--- src/include/hcp_pkg.sv ---
// Package with offsets, field layouts and fixed values of the capability parameter registers.
package hcp_pkg;

  // ==========================================================================
  // Register map
  localparam logic [9:0] HCP_STRUCT_OFFSET = 10'h004;
  localparam logic [9:0] HCP_CAPAB_OFFSET  = 10'h008;
  localparam int         HCP_ADDR_WIDTH    = 10;
  localparam int         HCP_DATA_WIDTH    = 32;

  // ==========================================================================
  // Field values
  localparam logic [3:0] HCP_DEBUG_PORT_NUMBER   = 4'h0;
  localparam logic       HCP_PORT_INDICATOR      = 1'b0;
  localparam logic [3:0] HCP_COMPANION_COUNT     = 4'h0;
  localparam logic [3:0] HCP_PORTS_PER_COMPANION = 4'h0;
  localparam logic       HCP_PORT_ROUTING_METHOD = 1'b0;
  localparam logic       HCP_PORT_POWER_SWITCH   = 1'b1;
  localparam logic [3:0] HCP_PORT_COUNT          = 4'h1;
  localparam logic [7:0] HCP_EXT_CAP_POINTER     = 8'h00;
  localparam logic [3:0] HCP_ISO_THRESHOLD       = 4'h8;
  localparam logic       HCP_ASYNC_PARK          = 1'b1;
  localparam logic       HCP_PROG_FRAME_LIST     = 1'b1;
  localparam logic       HCP_WIDE_ADDRESSING     = 1'b0;
  localparam logic [31:0] HCP_READ_RESET         = 32'h0000_0000;

  // ==========================================================================
  // Register layouts
  typedef struct packed {
    logic [7:0] reserved_hi;
    logic [3:0] debug_port_number;
    logic [2:0] reserved_mid;
    logic       port_indicator;
    logic [3:0] companion_count;
    logic [3:0] ports_per_companion;
    logic       port_routing_method;
    logic [1:0] reserved_lo;
    logic       port_power_switching;
    logic [3:0] port_count;
  } hcp_struct_type;

  typedef struct packed {
    logic [15:0] reserved_hi;
    logic [7:0]  extended_capability_pointer;
    logic [3:0]  iso_schedule_threshold;
    logic        reserved_lo;
    logic        async_park_support;
    logic        programmable_frame_list;
    logic        wide_addressing_support;
  } hcp_capab_type;

  typedef struct packed {
    logic                      read;
    logic [HCP_ADDR_WIDTH-1:0] addr;
  } hcp_req_type;

endpackage

--- src/hdl/hcp_rom.sv ---
// Small constant table returning the selected capability word through a register.
`timescale 1ns/100ps
module hcp_rom
  import hcp_pkg::*;
(
  input  wire logic        i_clock,
  input  wire logic        i_rst_b,
  input  wire logic        i_sel_struct,
  input  wire logic        i_sel_capab,
  output logic      [31:0] o_data
);

  // ==========================================================================
  // Fixed contents
  hcp_struct_type struct_word;
  hcp_capab_type  capab_word;
  logic [31:0]    data_r;
  logic [31:0]    data_nxt;

  always_comb begin
    struct_word                      = '0;
    struct_word.debug_port_number    = HCP_DEBUG_PORT_NUMBER;
    struct_word.port_indicator       = HCP_PORT_INDICATOR;
    struct_word.companion_count      = HCP_COMPANION_COUNT;
    struct_word.ports_per_companion  = HCP_PORTS_PER_COMPANION;
    struct_word.port_routing_method  = HCP_PORT_ROUTING_METHOD;
    struct_word.port_power_switching = HCP_PORT_POWER_SWITCH;
    struct_word.port_count           = HCP_PORT_COUNT;
    capab_word                             = '0;
    capab_word.extended_capability_pointer = HCP_EXT_CAP_POINTER;
    capab_word.iso_schedule_threshold      = HCP_ISO_THRESHOLD;
    capab_word.async_park_support          = HCP_ASYNC_PARK;
    capab_word.programmable_frame_list     = HCP_PROG_FRAME_LIST;
    capab_word.wide_addressing_support     = HCP_WIDE_ADDRESSING;
  end

  always_comb begin
    data_nxt = HCP_READ_RESET;
    if (i_sel_struct) begin
      data_nxt = struct_word;
    end else if (i_sel_capab) begin
      data_nxt = capab_word;
    end
  end

  always_ff @(posedge i_clock) begin
    if (!i_rst_b) begin
      data_r <= HCP_READ_RESET;
    end else begin
      data_r <= data_nxt;
    end
  end

  assign o_data = data_r;

endmodule // hcp_rom

--- src/hdl/hcp_regs.sv ---
// Read-only capability parameter registers behind the processor register port.
// Function
// - Debug port number field reads zero.
// - Port indicator bit reads zero.
// - Companion controller count reads zero.
// - Ports per companion field reads zero.
// - Port routing method bit reads zero.
// - Port power switching bit reads one.
// - Port count field reads one.
// - Extended capability pointer reads zero.
// - Isochronous threshold field reads binary 1000.
// - Async park support bit reads one.
// - Programmable frame list bit reads one.
// - Wide addressing bit reads zero.
// - Reserved bits read zero; software writes zero.
// - Read-only words at 0004h, 0008h; writes ignored.
`timescale 1ns/100ps
module hcp_regs
  import hcp_pkg::*;
(
  input  wire logic                      i_clock,
  input  wire logic                      i_rst_b,
  input  wire logic                      i_read,
  input  wire logic                      i_write,
  input  wire logic [HCP_ADDR_WIDTH-1:0] i_addr,
  input  wire logic [31:0]               i_wdata,
  output logic      [31:0]               o_rdata,
  output logic                           o_rvalid
);

  // ==========================================================================
  // Request decode
  // Writes and i_wdata are deliberately ignored: nothing here can be changed.
  hcp_req_type req;
  logic        sel_struct;
  logic        sel_capab;
  logic        rvalid_r;
  logic        rvalid_nxt;
  logic [31:0] rom_data;

  always_comb begin
    req.read   = i_read;
    req.addr   = i_addr;
    sel_struct = req.read && (req.addr == HCP_STRUCT_OFFSET);
    sel_capab  = req.read && (req.addr == HCP_CAPAB_OFFSET);
    rvalid_nxt = req.read;
  end

  always_ff @(posedge i_clock) begin
    if (!i_rst_b) begin
      rvalid_r <= 1'b0;
    end else begin
      rvalid_r <= rvalid_nxt;
    end
  end

  // Unmapped reads return zero so a sweep of the map sees no stale word.
  hcp_rom hcp_rom_inst (
    .i_clock      (i_clock),
    .i_rst_b      (i_rst_b),
    .i_sel_struct (sel_struct),
    .i_sel_capab  (sel_capab),
    .o_data       (rom_data)
  );

  assign o_rdata  = rom_data;
  assign o_rvalid = rvalid_r;

  // ==========================================================================
  // Assertions
  // Registered copies of the decode, cleared by reset, mark the cycle in which a mapped word
  // is answered; a read presented while reset is held must not make the checks expect a word.
  logic struct_seen_r;
  logic struct_seen_nxt;
  logic capab_seen_r;
  logic capab_seen_nxt;

  always_comb begin
    struct_seen_nxt = sel_struct;
    capab_seen_nxt  = sel_capab;
  end

  always_ff @(posedge i_clock) begin
    if (!i_rst_b) begin
      struct_seen_r <= 1'b0;
      capab_seen_r  <= 1'b0;
    end else begin
      struct_seen_r <= struct_seen_nxt;
      capab_seen_r  <= capab_seen_nxt;
    end
  end

  a_struct_value: assert property (
    @(posedge i_clock) disable iff (!i_rst_b)
    i_read && i_addr == HCP_STRUCT_OFFSET |=> o_rvalid && o_rdata == 32'h0000_0011
  ) else $error("structural word wrong");

  a_capab_value: assert property (
    @(posedge i_clock) disable iff (!i_rst_b)
    i_read && i_addr == HCP_CAPAB_OFFSET |=> o_rvalid && o_rdata == 32'h0000_0086
  ) else $error("capability word wrong");

  a_debug_port: assert property (
    @(posedge i_clock) disable iff (!i_rst_b)
    struct_seen_r |-> o_rdata[23:20] == 4'h0
  ) else $error("debug port nonzero");

  a_port_indic: assert property (
    @(posedge i_clock) disable iff (!i_rst_b)
    struct_seen_r |-> !o_rdata[16]
  ) else $error("indicator set");

  a_companion_cnt: assert property (
    @(posedge i_clock) disable iff (!i_rst_b)
    struct_seen_r |-> o_rdata[15:12] == 4'h0
  ) else $error("companions nonzero");

  a_per_companion: assert property (
    @(posedge i_clock) disable iff (!i_rst_b)
    struct_seen_r |-> o_rdata[11:8] == 4'h0
  ) else $error("per companion nonzero");

  a_port_routing: assert property (
    @(posedge i_clock) disable iff (!i_rst_b)
    struct_seen_r |-> !o_rdata[7]
  ) else $error("routing bit set");

  a_power_switch: assert property (
    @(posedge i_clock) disable iff (!i_rst_b)
    struct_seen_r |-> o_rdata[4]
  ) else $error("power switching clear");

  a_port_count: assert property (
    @(posedge i_clock) disable iff (!i_rst_b)
    struct_seen_r |-> o_rdata[3:0] == 4'h1
  ) else $error("port count not one");

  a_ext_pointer: assert property (
    @(posedge i_clock) disable iff (!i_rst_b)
    capab_seen_r |-> o_rdata[15:8] == 8'h00
  ) else $error("ext pointer nonzero");

  a_iso_threshold: assert property (
    @(posedge i_clock) disable iff (!i_rst_b)
    capab_seen_r |-> o_rdata[7:4] == 4'h8
  ) else $error("iso threshold wrong");

  a_async_park: assert property (
    @(posedge i_clock) disable iff (!i_rst_b)
    capab_seen_r |-> o_rdata[2]
  ) else $error("park bit clear");

  a_frame_list: assert property (
    @(posedge i_clock) disable iff (!i_rst_b)
    capab_seen_r |-> o_rdata[1]
  ) else $error("frame list bit clear");

  a_wide_addr: assert property (
    @(posedge i_clock) disable iff (!i_rst_b)
    capab_seen_r |-> !o_rdata[0]
  ) else $error("wide addressing set");

  a_reserved_zero: assert property (
    @(posedge i_clock) disable iff (!i_rst_b)
    o_rvalid |-> o_rdata[31:24] == 8'h00 && o_rdata[6:5] == 2'b00
  ) else $error("reserved set");

  a_struct_reserved: assert property (
    @(posedge i_clock) disable iff (!i_rst_b)
    struct_seen_r |-> o_rdata[31:24] == 8'h00 && o_rdata[19:17] == 3'b000 && o_rdata[6:5] == 2'b00
  ) else $error("structural reserved set");

  a_capab_reserved: assert property (
    @(posedge i_clock) disable iff (!i_rst_b)
    capab_seen_r |-> o_rdata[31:16] == 16'h0000 && !o_rdata[3]
  ) else $error("capability reserved set");

  a_write_ignored: assert property (
    @(posedge i_clock) disable iff (!i_rst_b)
    i_write && !i_read |=> !o_rvalid && o_rdata == 32'h0000_0000
  ) else $error("write changed data");

  a_write_with_read: assert property (
    @(posedge i_clock) disable iff (!i_rst_b)
    i_read && i_write && i_addr == HCP_CAPAB_OFFSET |=> o_rvalid && o_rdata == 32'h0000_0086
  ) else $error("write disturbed read");

  a_read_stable: assert property (
    @(posedge i_clock) disable iff (!i_rst_b)
    sel_struct ##1 sel_struct |=> o_rdata == $past(o_rdata)
  ) else $error("read unstable");

  a_capab_stable: assert property (
    @(posedge i_clock) disable iff (!i_rst_b)
    sel_capab ##1 sel_capab |=> o_rdata == $past(o_rdata)
  ) else $error("capability read unstable");

  a_unmapped_zero: assert property (
    @(posedge i_clock) disable iff (!i_rst_b)
    i_read && !sel_struct && !sel_capab |=> o_rvalid && o_rdata == 32'h0000_0000
  ) else $error("unmapped not zero");

  a_answer_pulse: assert property (
    @(posedge i_clock) disable iff (!i_rst_b)
    i_read |=> o_rvalid
  ) else $error("read not answered");

  a_answer_drop: assert property (
    @(posedge i_clock) disable iff (!i_rst_b)
    !i_read |=> !o_rvalid
  ) else $error("answer without read");

  // Reset is deliberately not a disable here: this one watches the outputs it leaves behind.
  a_reset_quiet: assert property (
    @(posedge i_clock)
    !i_rst_b |=> !o_rvalid && o_rdata == 32'h0000_0000
  ) else $error("outputs not cleared by reset");

  c_read_struct: cover property (@(posedge i_clock) disable iff (!i_rst_b) sel_struct);
  c_read_capab: cover property (@(posedge i_clock) disable iff (!i_rst_b) sel_capab);
  c_back_to_back: cover property (@(posedge i_clock) disable iff (!i_rst_b)
    sel_struct ##1 sel_capab);
  c_write_try: cover property (@(posedge i_clock) disable iff (!i_rst_b) i_write);
  c_write_with_read: cover property (@(posedge i_clock) disable iff (!i_rst_b)
    i_read && i_write);

endmodule // hcp_regs

--- config.mk ---
export PLATFORM = sky130hd
export DESIGN_NAME = hcp_regs
export DESIGN_NICKNAME = d
export VERILOG_FILES = /design/src/include/hcp_pkg.sv /design/src/hdl/hcp_rom.sv /design/src/hdl/hcp_regs.sv
export SDC_FILE = /design/constraint.sdc
export NUM_CORES = 1
export LEC_CHECK = 0
export BUFFER_PORTS_ARGS = -buffer_cell sky130_fd_sc_hd__buf_2
export CORE_AREA = 2 2 44 46
export CTS_CLUSTER_DIAMETER = 60
export DETAILED_ROUTE_END_ITERATION = 12
export DIE_AREA = 0 0 46 48
export PLACE_DENSITY = 0.74
export SETUP_SLACK_MARGIN = 0.02
export SLEW_MARGIN = 20
export SYNTH_ARGS = -nofsm -noshare
export SYNTH_HDL_FRONTEND = slang
export SYNTH_SLANG_ARGS = --single-unit
export TNS_END_PERCENT = 50
--- constraint.sdc ---
create_clock -name i_clock -period 1.3 [get_ports i_clock]
set_input_delay 0.13 -clock i_clock [delete_from_list [all_inputs] [get_ports i_clock]]
set_output_delay 0.13 -clock i_clock [all_outputs]
set_load 0.03 [all_outputs]
==> flow_summary.json <==
{
  "slew_viol_final": 0,
  "wl_met3_um": 97,
  "postCtsResizedCells": 0,
  "synth_fa_ha_area_share_pct": 0,
  "drc": 0,
  "grt_pass1_vias": 149,
  "drt-met1-wl_um": 115,
  "die_w_um": 46,
  "area_delta_synth_final_pct": 2.974,
  "rsz0062_at_grt": "false",
  "fmax_ghz": 1.088,
  "met2WireLength_um": 295,
  "initial_core_util_pct": 19.93,
  "pwr-share-clk_pct": 41.6,
  "vias": 235,
  "stdcell_count": 77,
  "power.switching_w": 0.0001608,
  "antennaDiodeCount": 0,
  "wl_per_cell_um": 6.584,
  "drt_wl_total_um": 507,
  "fin_area_um2": 346.6,
  "grt.total_usage_pct": 3.870,
  "max_stage_delay_ns": 0.54,
  "netlist_instances": 42,
  "critPathArrivalTime_ns": 1.05,
  "yosys_warnings": 0,
  "die_h_um": 48,
  "topRoutingLayerUsed": "met3",
  "crit_slowest_cell": "or4_1",
  "root_buffer": "clkbuf_4",
  "post-place-cells": 73,
  "synth_area_per_cell_um2": 8.014,
  "synth-simple-area-share_pct": 13.01,
  "seq_area_frac_synth_pct": 17.84,
  "fin_crit_sh_pct": 70.71,
  "min-delay-path-class": "input port to flip-flop",
  "peakVddDrop_uv": 178.3,
  "ys_ff_latch": 3,
  "viasPerCell": 3.052,
  "status": "finished, final reports clean",
  "path_class": "input port to flip-flop",
  "synth_async_sr_flop_share_pct": 0,
  "synthXorXnorAreaFrac_pct": 0,
  "p_comb_share_pct": 33.9,
  "grt_antenna_before_repair": 0,
  "synth.cells.most_frequent": "buf_4, dfxtp_1, nand2b_1, nor4_1, or4_1",
  "post-cts-setup-buffers": 0,
  "synth.distinct_cells": 8,
  "dp_hpwl_um": 449.4,
  "drtAntennaViolNets": 0,
  "crit_path_end_kind": "flip-flop",
  "start_kind": "input port",
  "cts_hold_buf": 0,
  "fin_tns_setup_ns": 0,
  "cts_buffers": 3,
  "synth_top_family_by_area": "buffers and inverters",
  "coreArea_um2": 1689,
  "final_nets": 107,
  "swShare_pct": 41.61,
  "drt_iter0_drc": 1,
  "htreeDepth": 1,
  "hold_violations": 0,
  "drive_gt1_share_pct": 35.00,
  "num_rows": 15,
  "place.gp.congestion": 0.4915,
  "place_area_um2": 320.3,
  "internal-power_w": 0.0002257,
  "firstDrtPassIters": 2,
  "synth_area_um2": 336.6,
  "grt_max_degree": 4,
  "yosysMostFrequentCell": "buf_4",
  "io_buffers": 18,
  "max_cap_viol_count": 0,
  "io_pins": 79,
  "yosys-top-cells-area": "buf_4, dfxtp_1, or4_1, nand2b_1, nor4_1",
  "clock-sinks": 3,
  "required_ns": 1.43,
  "setup_violations": 0,
  "clk_path_buf_depth": 2,
  "worstPathCellList": "buf_2 -> or4_1 -> nor4_1",
  "synth-compound-area-share_pct": 0,
  "yosysTopAreaCellShare_pct": 66.91,
  "dieArea_um2": 2208,
  "synth-main-ff-cell": "dfxtp_1",
  "cts_tree": "yes",
  "cp_top_family": "simple AND/OR/NAND/NOR gates",
  "synthMuxAreaShare_pct": 0,
  "grt-ovfl-total": 0,
  "p_leak_nw": 0.2232,
  "power_density_nw_per_um2": 1115,
  "final_period_minus_worst_setup_slack_ns": 0.9193,
  "path_buf_inv": 1,
  "clk_pin_slew_ns": 0.04,
  "synth_area_leader_cell": "buf_4",
  "synth_edf_count": 0,
  "pwr-share-seq_pct": 24.5,
  "crit_fanout": 2,
  "grt_pass1_wl_um": 503
}
## sequential cells by signal, summed over array words and instances, names as in the netlist
name	flops
hcp_rom_inst.o_data	2
o_rvalid	1
## area by class of cell
class | count | area, um2
fill | 200 | 1343
multi-input combinational | 34 | 145.1
timing repair buffer | 18 | 90.09
sequential | 3 | 60.06
clock buffer | 4 | 26.28
tap | 17 | 21.27
inverter | 1 | 3.754
## power by group through the flow
stage | clock (W) | combinational, W | sequential, W
2_1_floorplan | 0 | 0.000170 | 0.0000995
3_3_place_gp | 0 | 0.000129 | 0.0000959
3_5_place_dp | 0 | 0.000130 | 0.0000960
4_1_cts | 0.000171 | 0.000130 | 0.0000946
5_1_grt | 0.000175 | 0.000140 | 0.0000945
6_report | 0.000161 | 0.000131 | 0.0000946
## worst min-delay path, cell delays in order
cell,delay [ns]
buf_2,0.07
nand2_1,0.07
inv_1,0.05
## cell usage in the layout, fill, tap and decap left out
master,n
nand2_1,1
inv_1,1
or4_1,2
dfxtp_1,3
nand2b_1,2
conb_1,27
clkbuf_1,1
buf_2,18
nor4_1,2
clkbuf_4,3
## layer usage
| metal | GRT usage (%) | up-vias |
|---|---|---|
| li1 | - | 110 |
| met1 | 1.991 | 98 |
| met2 | 7.222 | 27 |
| met3 | 1.132 | 0 |
| met4 | 6.857 | 0 |
| met5 | 0 | - |
## per-stage QoR
stage          utilization, %  hold WS (ns)  power [W]  worst slack [ns]
6_report                20.52        0.1197  0.0003866            0.3807
5_1_grt                 20.52        0.1543  0.0004094            0.2980
4_1_cts                 20.52        0.1114  0.0003955            0.3651
3_5_place_dp            18.96        0.3568  0.0002256            0.1217
3_3_place_gp            18.96        0.3555  0.0002248            0.1494
2_1_floorplan               -        0.2597  0.0002692            0.3210
## worst paths after layout
check	depth (start not counted)	slack [ns]	endpoint	startpoint
hold / removal	3	0.12	o_rvalid$_SDFF_PN0_	i_read
setup / recovery	3	0.38	hcp_rom_inst.o_data[0]$_SDFF_PN0_	i_addr[5]
## cell families (layout without fill, tap and decap cells)
group                  Yosys count  in the layout
DFF                              3              3
buffers and inverters           31             23
other                            1             27
and+or+nand+nor                  7              7
(Power assumes the default switching activity.)
